### src/hdl/wdg_defines.vh
/*
 constants of the watchdog timer: register offsets, field positions, reset values, timings.
 assumes inclusion by bare name from the watchdog design files only.
*/
// Contract
// RULE_01: counter advances on 128 kHz oscillator ticks
// RULE_02: restart, disable, chip reset zero the counter
// RULE_03: reset-only time-out resets the device
// RULE_04: fuse selects protection level one or two
// RULE_05: time-out in interrupt mode sets flag
// RULE_06: flag cleared by vector taken or one-write
// RULE_07: interrupt needs flag, enable, global enable
// RULE_08: enable pair decides interrupt, reset, or stop
// RULE_09: time-out clears interrupt enable when reset enabled
// RULE_10: change enable self-clears four cycles later
// RULE_11: reset enable zero-write needs change enable
// RULE_12: software disables with timed two-write sequence
// RULE_13: period changes need open change window (code gates them at level two only)
// RULE_14: level two keeps timer always enabled
// RULE_15: level one forces enable while reset flag set
// RULE_16: four-bit period field, ten doubling periods
// RULE_17: unused watchdog: firmware clears flag and enable
// RULE_18: reset flag set by watchdog, cleared otherwise
// RULE_19: watchdog reset pulse lasts one clock
// RULE_20: level two period change uses timed sequence
// RULE_21: oscillator events cross safely into clock domain
`ifndef WDG_DEFINES_VH
`define WDG_DEFINES_VH

// register byte offsets
`define WDG_OFF_CTRL 8'h00
`define WDG_OFF_CAUSE 8'h04
`define WDG_OFF_RESTART 8'h08
`define WDG_OFF_STATUS 8'h0c

// control register fields
`define WDG_B_IRQ_FLAG 7
`define WDG_B_IRQ_EN 6
`define WDG_B_PSEL_HI 5
`define WDG_B_CHG_EN 4
`define WDG_B_RST_EN 3
`define WDG_B_PSEL_LO_MSB 2
`define WDG_B_PSEL_LO_LSB 0

// reset-cause register field
`define WDG_B_WDT_RST_FLAG 3

// status register fields
`define WDG_B_ST_RUNNING 0
`define WDG_B_ST_LEVEL2 1
`define WDG_B_ST_WINDOW 2

// period select
`define WDG_PSEL_RESET 4'h0
`define WDG_PSEL_MAX 4'h9

// oscillator rate and change window
`define WDG_OSC_KHZ 128
`define WDG_CHG_WINDOW 3'h4
`define WDG_CNT3_ZERO 3'h0
`define WDG_CNT3_ONE 3'h1

`endif

### src/hdl/wdg_watchdog.v
/*
 watchdog timer with interrupt mode, reset mode, protection levels and an apb register slave.
 assumes a free-running 128 kHz oscillator pin, a core that pulses restart and vector-taken
 signals in this clock domain, and a static protection fuse.
*/
`timescale 1ns/1ps
`include "wdg_defines.vh"

module wdg_watchdog #(
    parameter CNT_W = 21,
    parameter [CNT_W-1:0] BASE_CYCLES = 21'd2048
) (
    // clock and resets
    input wire core_clk_i,
    input wire rst_i,
    input wire chip_rst_i,
    // fuse and oscillator
    input wire always_on_fuse_i,
    input wire osc_128k_i,
    // core side
    input wire restart_i,
    input wire global_irq_en_i,
    input wire irq_taken_i,
    // apb slave
    input wire [7:0] paddr_i,
    input wire psel_i,
    input wire penable_i,
    input wire pwrite_i,
    input wire [31:0] pwdata_i,
    output reg [31:0] prdata_o,
    output reg pready_o,
    output reg pslverr_o,
    // events
    output reg irq_o,
    output reg wdt_reset_o
);

    // oscillator synchroniser
    reg osc_s1_reg;
    reg osc_s2_reg;
    reg osc_s3_reg;
    wire osc_tick;

    // fuse capture
    reg level2_reg;

    // control state
    reg irq_flag_reg;
    reg irq_en_reg;
    reg chg_en_reg;
    reg rst_en_reg;
    reg [3:0] psel_reg;
    reg [2:0] chg_cnt_reg;
    reg wdt_rst_flag_reg;

    // next values
    reg irq_flag_next;
    reg irq_en_next;
    reg chg_en_next;
    reg rst_en_next;
    reg [3:0] psel_next;
    reg [2:0] chg_cnt_next;
    reg wdt_rst_flag_next;
    reg wdt_reset_next;
    reg irq_next;

    // apb decode
    wire apb_setup;
    wire apb_wr;
    wire apb_rd;
    wire addr_ok;
    wire [7:0] wbyte;
    reg [31:0] rdata_next;

    // derived
    wire rst_en_eff;
    wire running;
    wire expire;
    wire counter_clear;
    wire self_reset;
    wire [3:0] wr_psel;

    // RULE_21: two flops before edge detect
    always @(posedge core_clk_i) begin
        if (rst_i) begin
            osc_s1_reg <= 1'b0;
            osc_s2_reg <= 1'b0;
            osc_s3_reg <= 1'b0;
        end else begin
            osc_s1_reg <= osc_128k_i;
            osc_s2_reg <= osc_s1_reg;
            osc_s3_reg <= osc_s2_reg;
        end
    end

    // RULE_01: one tick per rising oscillator edge
    assign osc_tick = osc_s2_reg & ~osc_s3_reg;

    // RULE_04: fuse caught during reset
    always @(posedge core_clk_i) begin
        if (rst_i) begin
            level2_reg <= always_on_fuse_i;
        end
    end

    // RULE_14: level two forces enable
    // RULE_15: reset flag forces enable
    assign rst_en_eff = rst_en_reg | level2_reg | wdt_rst_flag_reg;

    // RULE_08: stopped when both enables clear
    assign running = rst_en_eff | irq_en_reg;

    assign self_reset = wdt_reset_o;

    // RULE_02: restart, disable or reset zero it
    assign counter_clear = restart_i | ~running | chip_rst_i | self_reset |
        (apb_wr && paddr_i == `WDG_OFF_RESTART);

    wdg_period_counter #(
        .CNT_W(CNT_W),
        .BASE_CYCLES(BASE_CYCLES)
    ) u_period (
        .core_clk_i(core_clk_i),
        .rst_i(rst_i),
        .clear_i(counter_clear),
        .tick_i(osc_tick),
        .sel_i(psel_reg),
        .expire_o(expire)
    );

    // apb handshake, one wait-free access phase
    assign apb_setup = psel_i & ~penable_i;
    assign apb_wr = psel_i & penable_i & pready_o & pwrite_i;
    assign apb_rd = psel_i & ~penable_i & ~pwrite_i;
    assign addr_ok = (paddr_i == `WDG_OFF_CTRL) || (paddr_i == `WDG_OFF_CAUSE) ||
        (paddr_i == `WDG_OFF_RESTART) || (paddr_i == `WDG_OFF_STATUS);
    assign wbyte = pwdata_i[7:0];
    assign wr_psel = {wbyte[`WDG_B_PSEL_HI],
        wbyte[`WDG_B_PSEL_LO_MSB:`WDG_B_PSEL_LO_LSB]};

    // control register next state
    always @* begin
        irq_flag_next = irq_flag_reg;
        irq_en_next = irq_en_reg;
        chg_en_next = chg_en_reg;
        rst_en_next = rst_en_reg;
        psel_next = psel_reg;
        chg_cnt_next = chg_cnt_reg;
        wdt_rst_flag_next = wdt_rst_flag_reg;
        wdt_reset_next = 1'b0;

        // RULE_10: window closes four cycles on
        if (chg_en_reg) begin
            if (chg_cnt_reg == `WDG_CNT3_ONE) begin
                chg_en_next = 1'b0;
                chg_cnt_next = `WDG_CNT3_ZERO;
            end else begin
                chg_cnt_next = chg_cnt_reg - `WDG_CNT3_ONE;
            end
        end

        // RULE_06: vector taken clears flag
        if (irq_taken_i) begin
            irq_flag_next = 1'b0;
        end

        if (apb_wr && paddr_i == `WDG_OFF_CTRL) begin
            // RULE_06: one written clears flag
            if (wbyte[`WDG_B_IRQ_FLAG]) begin
                irq_flag_next = 1'b0;
            end
            irq_en_next = wbyte[`WDG_B_IRQ_EN];
            // RULE_11: zero-write needs open window
            // RULE_12: disable relies on timed sequence
            if (wbyte[`WDG_B_RST_EN]) begin
                rst_en_next = 1'b1;
            end else if (chg_en_reg) begin
                rst_en_next = 1'b0;
            end
            // RULE_13: period gated by window at level two only
            // RULE_20: level two needs timed sequence
            if (!level2_reg || chg_en_reg) begin
                psel_next = wr_psel;
            end
            if (wbyte[`WDG_B_CHG_EN]) begin
                chg_en_next = 1'b1;
                chg_cnt_next = `WDG_CHG_WINDOW;
            end else begin
                chg_en_next = 1'b0;
                chg_cnt_next = `WDG_CNT3_ZERO;
            end
        end

        // RULE_18: software zero clears reset flag
        if (apb_wr && paddr_i == `WDG_OFF_CAUSE && !wbyte[`WDG_B_WDT_RST_FLAG]) begin
            wdt_rst_flag_next = 1'b0;
        end

        if (expire && running && !self_reset) begin
            if (irq_en_reg) begin
                // RULE_05: interrupt mode sets flag
                irq_flag_next = 1'b1;
                // RULE_09: reset mode drops interrupt enable
                if (rst_en_eff) begin
                    irq_en_next = 1'b0;
                end
            end else begin
                // RULE_03: time-out resets device
                wdt_reset_next = 1'b1;
            end
        end

        // RULE_18: watchdog reset sets flag
        if (self_reset) begin
            wdt_rst_flag_next = 1'b1;
        end
    end

    // RULE_07: all three conditions gate request
    always @* begin
        irq_next = irq_flag_next & irq_en_next & global_irq_en_i;
    end

    // read mux
    always @* begin
        rdata_next = 32'h0000_0000;
        case (paddr_i)
            `WDG_OFF_CTRL: begin
                rdata_next[`WDG_B_IRQ_FLAG] = irq_flag_reg;
                rdata_next[`WDG_B_IRQ_EN] = irq_en_reg;
                rdata_next[`WDG_B_PSEL_HI] = psel_reg[3];
                rdata_next[`WDG_B_CHG_EN] = chg_en_reg;
                rdata_next[`WDG_B_RST_EN] = rst_en_eff;
                rdata_next[`WDG_B_PSEL_LO_MSB:`WDG_B_PSEL_LO_LSB] = psel_reg[2:0];
            end
            `WDG_OFF_CAUSE: begin
                rdata_next[`WDG_B_WDT_RST_FLAG] = wdt_rst_flag_reg;
            end
            `WDG_OFF_STATUS: begin
                rdata_next[`WDG_B_ST_RUNNING] = running;
                rdata_next[`WDG_B_ST_LEVEL2] = level2_reg;
                rdata_next[`WDG_B_ST_WINDOW] = chg_en_reg;
            end
            default: begin
                rdata_next = 32'h0000_0000;
            end
        endcase
    end

    // control and reset-flag registers
    always @(posedge core_clk_i) begin
        if (rst_i) begin
            // RULE_18: power-on clears reset flag
            wdt_rst_flag_reg <= 1'b0;
        end else begin
            wdt_rst_flag_reg <= wdt_rst_flag_next;
        end
    end

    always @(posedge core_clk_i) begin
        if (rst_i || chip_rst_i || self_reset) begin
            irq_flag_reg <= 1'b0;
            irq_en_reg <= 1'b0;
            chg_en_reg <= 1'b0;
            rst_en_reg <= 1'b0;
            psel_reg <= `WDG_PSEL_RESET;
            chg_cnt_reg <= `WDG_CNT3_ZERO;
            irq_o <= 1'b0;
        end else begin
            irq_flag_reg <= irq_flag_next;
            irq_en_reg <= irq_en_next;
            chg_en_reg <= chg_en_next;
            rst_en_reg <= rst_en_next;
            psel_reg <= psel_next;
            chg_cnt_reg <= chg_cnt_next;
            irq_o <= irq_next;
        end
    end

    // RULE_19: one-cycle reset pulse
    always @(posedge core_clk_i) begin
        if (rst_i || chip_rst_i) begin
            wdt_reset_o <= 1'b0;
        end else begin
            wdt_reset_o <= wdt_reset_next;
        end
    end

    // apb answer registers
    always @(posedge core_clk_i) begin
        if (rst_i) begin
            pready_o <= 1'b0;
            pslverr_o <= 1'b0;
            prdata_o <= 32'h0000_0000;
        end else begin
            pready_o <= apb_setup;
            pslverr_o <= apb_setup & ~addr_ok;
            if (apb_rd) begin
                prdata_o <= rdata_next;
            end else if (apb_setup) begin
                prdata_o <= 32'h0000_0000;
            end
        end
    end

endmodule

### src/hdl/wdg_period_counter.v
/*
 watchdog period counter: counts oscillator ticks and flags expiry of the selected period.
 assumes a one-cycle tick per rising oscillator edge from the same clock domain.
*/
`timescale 1ns/1ps
`include "wdg_defines.vh"

module wdg_period_counter #(
    parameter CNT_W = 21,
    parameter [CNT_W-1:0] BASE_CYCLES = 21'd2048
) (
    // clock and reset
    input wire core_clk_i,
    input wire rst_i,
    // control
    input wire clear_i,
    input wire tick_i,
    input wire [3:0] sel_i,
    // expiry
    output reg expire_o
);

    reg [CNT_W-1:0] count_reg;
    reg [CNT_W-1:0] count_next;
    reg expire_next;
    reg [3:0] sel_eff;
    reg [CNT_W-1:0] limit;

    // RULE_16: doubling periods, reserved codes saturate
    always @* begin
        sel_eff = (sel_i > `WDG_PSEL_MAX) ? `WDG_PSEL_MAX : sel_i;
        limit = BASE_CYCLES << sel_eff;
        count_next = count_reg;
        expire_next = 1'b0;
        if (clear_i) begin
            count_next = {CNT_W{1'b0}};
        end else if (tick_i) begin
            if (count_reg >= limit - 1'b1) begin
                count_next = {CNT_W{1'b0}};
                expire_next = 1'b1;
            end else begin
                count_next = count_reg + 1'b1;
            end
        end
    end

    always @(posedge core_clk_i) begin
        if (rst_i) begin
            count_reg <= {CNT_W{1'b0}};
            expire_o <= 1'b0;
        end else begin
            count_reg <= count_next;
            expire_o <= expire_next;
        end
    end

endmodule

### config.mk
export PLATFORM = sky130hd
export DESIGN_NAME = wdg_watchdog
export DESIGN_NICKNAME = d
export VERILOG_FILES = /design/src/hdl/wdg_watchdog.v /design/src/hdl/wdg_period_counter.v
export VERILOG_INCLUDE_DIRS = /design/src /design/src/hdl
export SDC_FILE = /design/constraint.sdc
export NUM_CORES = 1
export LEC_CHECK = 0
export ABC_CLOCK_PERIOD_IN_PS = 3000
export BUFFER_PORTS_ARGS = -buffer_cell sky130_fd_sc_hd__clkbuf_2
export CORE_ASPECT_RATIO = 1.2
export CORE_MARGIN = 3
export CORE_UTILIZATION = 47
export DETAILED_ROUTE_END_ITERATION = 10
export GPL_ROUTABILITY_DRIVEN = 0
export GPL_TIMING_DRIVEN = 0
export HOLD_SLACK_MARGIN = 0.06
export PLACE_DENSITY = 0.74
export REMOVE_ABC_BUFFERS = 1
export SYNTH_ARGS = -nofsm -noshare
export SYNTH_HDL_FRONTEND = slang
export SYNTH_SLANG_ARGS = --single-unit
### constraint.sdc
create_clock -name core_clk_i -period 3 [get_ports core_clk_i]
set_input_delay 0 -clock core_clk_i [delete_from_list [all_inputs] [get_ports core_clk_i]]
set_output_delay 0 -clock core_clk_i [all_outputs]
set_load 0.02 [all_outputs]
### Yosys cells after proc, flatten, opt, wreduce, memory -nomap -nowiden

Cells that the tools add are included.

* register bits: 50
* input bits: 51
* output and inout bits: 36

* $add $sub $neg: 3
* magnitude comparators: 2
* equality and inequality tests: 4
* shift-type cells: 1
* mux-type cells: 30
* bitwise gates (word level): 23
* reductions and logical operators: 25

Operators with widths (number)
* $add 21x1->21 const B: 1
* $ge 21x21->1: 1
* $mux 21: 1
* $shl 12x4->21 const A: 1
* $sub 21x1->21 const B: 1
* $mux 1: 19
* $eq 8x4->1 const B: 2
* $mux 8: 2
* $mux 3: 4
* $and 1x1->1: 9
* $eq 8x3->1 const B: 1
* $logic_not 8->1: 1
* $mux 4: 2
* $reduce_bool 2->1: 4
* $not 1->1: 7
* $or 1x1->1: 7
* $logic_and 1x1->1: 6
* $logic_or 1x1->1: 6
* $pmux 3 s2: 1
* $gt 4x4->1 const B: 1
* $reduce_and 2->1: 2
* $reduce_or 2->1: 2
* $eq 3x1->1 const B: 1
* $logic_not 1->1: 3
* 3 further kinds: 3

### Depth between registers and ports, before layout

* depth in word-level cells: 10
* gate-level depth with buffers: 14
* depth with buffers taken out: 12

### Hierarchy

Synthesis repeated with hierarchy kept, for this count alone.

* cells, all modules: 317
* area, all modules: 2751.4 um2

Modules (own cells, without submodules)
* wdg_watchdog: instances 1, cells each 162, area each 1390.1 um2, seq. area each 570.5 um2
* wdg_period_counter: instances 1, cells each 155, area each 1361.3 um2, seq. area each 440.4 um2

### Worst setup path before layout

OpenSTA, ideal clock, no wires.

* path type: reg2reg
* start: reg psel_reg[2]
* end: reg u_period.count_reg[1]
* setup time: 0.064 ns
* data arrival time: 2.440 ns
* slack: 0.496 ns
* cell stages (with the launch flop): 15
* clock period less this slack: 2.504 ns
* cells stage by stage: dfxtp_1 > clkbuf_1 > nor2_1 > nand3_1 > ha_1 > nor3_1 > a21oi_1 > o21a_1 > ha_1 > a211oi_1 > nor2_1 > o31ai_1 > nand4_1 > buf_2 > nor2_1

* word-level cells in the longest chain between the ends: 6

RTL lines
* start: declaration: line wdg_watchdog.v:52 `reg [3:0] psel_reg;`
* start signal: assignment: line wdg_watchdog.v:266 `` psel_reg <= `WDG_PSEL_RESET; ``
* start signal: assignment: line wdg_watchdog.v:274 `psel_reg <= psel_next;`
* $gt 4x4->1 (no line)
* $mux 4 *: line wdg_period_counter.v:31 `` sel_eff = (sel_i > `WDG_PSEL_MAX) ? `WDG_PSEL_MAX : sel_i; ``
* $shl 12x4->21 *: line wdg_period_counter.v:32 `limit = BASE_CYCLES << sel_eff;`
* $sub 21x1->21 *: line wdg_period_counter.v:38 `if (count_reg >= limit - 1'b1) begin`
* $ge 21x21->1 *: line wdg_period_counter.v:38
* $mux 21 *: line wdg_period_counter.v:38
* end signal: assignment: line wdg_period_counter.v:49 `count_reg <= {CNT_W{1'b0}};`
* end signal: assignment: line wdg_period_counter.v:52 `count_reg <= count_next;`
* end: declaration: line wdg_period_counter.v:23 `reg [CNT_W-1:0] count_reg;`

Mark *: on every way between the ends. The rest lies on a longest branch, timed or not.
A chain may end at the register's enable or synchronous reset.

### Worst setup path in the final report

* start: reg psel_reg[2]
* end: reg u_period.count_reg[0]

The elaborated chain is that of the path after synthesis.

==> impl_metrics.toml <==
[synth]
async_flop_share_pct = 0
synth-xor-area-share_pct = 6.97
synthAdderAreaFrac_pct = 6.64
synth_compound_area_share_pct = 8.91
synth-simple-area-share_pct = 26.2
synth_top_family_by_area = "simple AND/OR/NAND/NOR gates"
synth_flop_cell = "dfxtp_1"
syn-instance-count = 310
syn_area_per_cell_sq_um = 8.52
ys_seq_elements = 50
synth_mux_area_share_pct = 2.70
ys_warn_count = 0
synth_edf_count = 1
yosysUniqueCellTypes = 43
ys_seq_area_share_pct = 38.3
netlist_area_sq_um = 2640

[placed_design]
port_buffers = 38
dp_cells = 397
hpwl_mm = 3.99
place_ws_ps = -342
place_area_sq_um = 2760

[clock_network]
cts.path.max_buffers = 2
clkTransAtPathRegs_ps = 90
cts_made_buffers = 5
cts_root_buf = "clkbuf_8"
htree_levels = 2
cts_tree = "done"
insertion_delay_ps = 300
numClockSinks = 50

[floorplanning]
die_h_microns = 88.1
die-area_sq_um = 6560
pin_count = 87
initial_core_util_pct = 49.2
die_w_microns = 74.4
num_rows = 29
coreArea_sq_um = 5370

[setup_path]
path_max_fanout = 9
rrSetupSlack_ps = 210
crit_path_start_kind = "register"
slowest_delay_ps = 410
crit_chain = "nor2_1 -> nand3_1 -> ha_1 -> nor3_1 -> a21oi_1 -> o21a_1 -> ha_1 -> a211oi_1 -> nor2_1 -> o31ai_2 -> nand4_1 -> buf_4 -> nor2_1"
timing.rr.start = "psel_reg[2]"
reg2reg_depth = 13
cp-end-kind = "register"
cpMostUsedCell = "nor2_1"
crit_type = "register to register"
r2r-end = "u_period.count_reg[0]"
critPathSlowestCell = "dfxtp_1"
arrival_ps = 3030
cp_data_required_time_ps = 3240

[final_layout]
post-route-util_pct = 56.2
final_cell_mix = "dfxtp_1, nor2_1, clkbuf_2"
mostFrequentLayoutCell = "dfxtp_1"
fin_area_sq_um = 3020
instances_no_fill = 423
diodes = 0
drive_above_1_share_pct = 15.5
nNetsFinal = 425
largest_reg_flops = 21
syn_to_final_growth_pct = 14.4

[drt]
vias_per_cell = 5.22
drt-initial-drc-count = 134
drtAntennaViolNets = 0
drc = 0
routed_wl_mm = 5.54
routed-via-count = 2209
drt-pass1-iter-count = 4
wire_per_inst_microns = 13.1

[timing]
fin_crit_ps = 2790
setup_violations = 0
fin_ws_ps = 209
clock_skew_ps = 7.42
worstMarginPinSlew_ps = 558
drv_slew = 0
finalHoldViolCount = 0
max_clock_freq_mhz = 358
slew_headroom_pct = 62.7
fin_tns_setup_ps = 0
rsz0062_at_grt = "false"
whs_ps = 86.6
finalCritPeriodShare_pct = 93.0

[grt]
overflow = 0
grt.total_usage_pct = 17.6
grt_max_degree = 19
grt_pass1_wl_mm = 9.00
grt_pass1_vias = 2050
antenna_found_initial = 0

[job]
drv_cap = 0

[hold_path]
worstHoldStart = "paddr_i[6]"
hold_end = "pslverr_o"
hold_class = "input port to register"
hold_depth = 3

[power_and_ir_drop]
power.leakage_nw = 1.20
power_mw = 1.14
powerDensity_nw_per_um2 = 378
ir_worst_vdd_mv = 0.217

[outcome]
status = "finished clean"
synthesized netlist by cell type (2+ instances only):
library cell | count | share of area [%]
clkbuf_1 | 8 | 1.1
nand2b_1 | 3 | 0.71
a31oi_1 | 4 | 0.95
nand3b_1 | 2 | 0.57
nor3b_1 | 2 | 0.57
a211oi_1 | 2 | 0.57
a22oi_1 | 7 | 2.0
buf_4 | 26 | 7.4
nand3_1 | 14 | 2.7
o21ai_0 | 8 | 1.5
mux2i_1 | 6 | 2.3
conb_1 | 2 | 0.28
nor2_1 | 45 | 6.4
dfxtp_1 | 49 | 37
ha_1 | 14 | 6.6
nand4_1 | 8 | 1.9
xor2_1 | 14 | 4.6
and3_1 | 4 | 0.95
xnor2_1 | 7 | 2.3
nand2_1 | 21 | 3.0
nor4_1 | 4 | 0.95
or3_1 | 2 | 0.47
nor4b_1 | 2 | 0.66
and4_1 | 4 | 1.3
or2_2 | 2 | 0.47
nor3_1 | 11 | 2.1
inv_1 | 8 | 1.1
nor2b_1 | 4 | 0.95
buf_2 | 2 | 0.38
a21oi_1 | 12 | 2.3
final cells by class:
cell class | instances | area [sq um]
Clock inverter | 2 | 10.0
Inverter | 8 | 30.0
Clock buffer | 6 | 72.6
Tap cell | 62 | 77.6
Fill cell | 480 | 2350
Timing Repair Buffer | 55 | 353
Multi-Input combinational cell | 240 | 1470
Sequential cell | 50 | 1010
where the power goes:
group	internal (mW)	leakage (nW)	switching, mW
sequential	0.669	0.405	0.00321
combinational	0.0317	0.749	0.0582
clock	0.162	0.0450	0.217
total	0.863	1.20	0.278
worst max path at each step:
stage,from,to,slack [ps]
2_1_floorplan,psel_reg[2],u_period.count_reg[0],270
3_3_place_gp,psel_reg[2],u_period.count_reg[16],-220
3_5_place_dp,psel_reg[2],u_period.count_reg[8],-340
4_1_cts,psel_reg[2],u_period.count_reg[12],160
5_1_grt,psel_reg[2],u_period.count_reg[14],40
6_report,psel_reg[2],u_period.count_reg[0],210
routing by layer:
layer  share of wire (%)  track usage (%)  vias up
met5                   0                0        -
met4                 1.2             5.50        0
met3                 5.6             4.48        6
met2                  50             30.8       69
met1                  43             20.8     1000
li1                    -                -     1134
what timing repair did:
action                                 4_1_cts  5_1_grt
buffers inserted                             3        0
setup endpoints to repair                   20       20
resized for setup                            0        2
endpoints found under the hold margin       12        0
hold buffers                                14        0
pin swaps                                    2        0
cloned                                       1        0
cell families after synthesis:
logic type | after synthesis
AND/OR/NAND/NOR | 134
flip-flops | 50
buffers and inverters | 44
AO/OA/AOI/OAI | 38
XOR/XNOR | 21
adder cells (fa/ha/maj) | 14
multiplexers | 7
other | 2
critical path: cells and delay by family, from the launching register on:
kind | cells | cell delay [ps]
flip-flops | 1 | 410
adder cells (fa/ha/maj) | 2 | 430
AO/OA/AOI/OAI | 4 | 860
buffers and inverters | 1 | 210
AND/OR/NAND/NOR | 6 | 790
(Power assumes the default switching activity.)
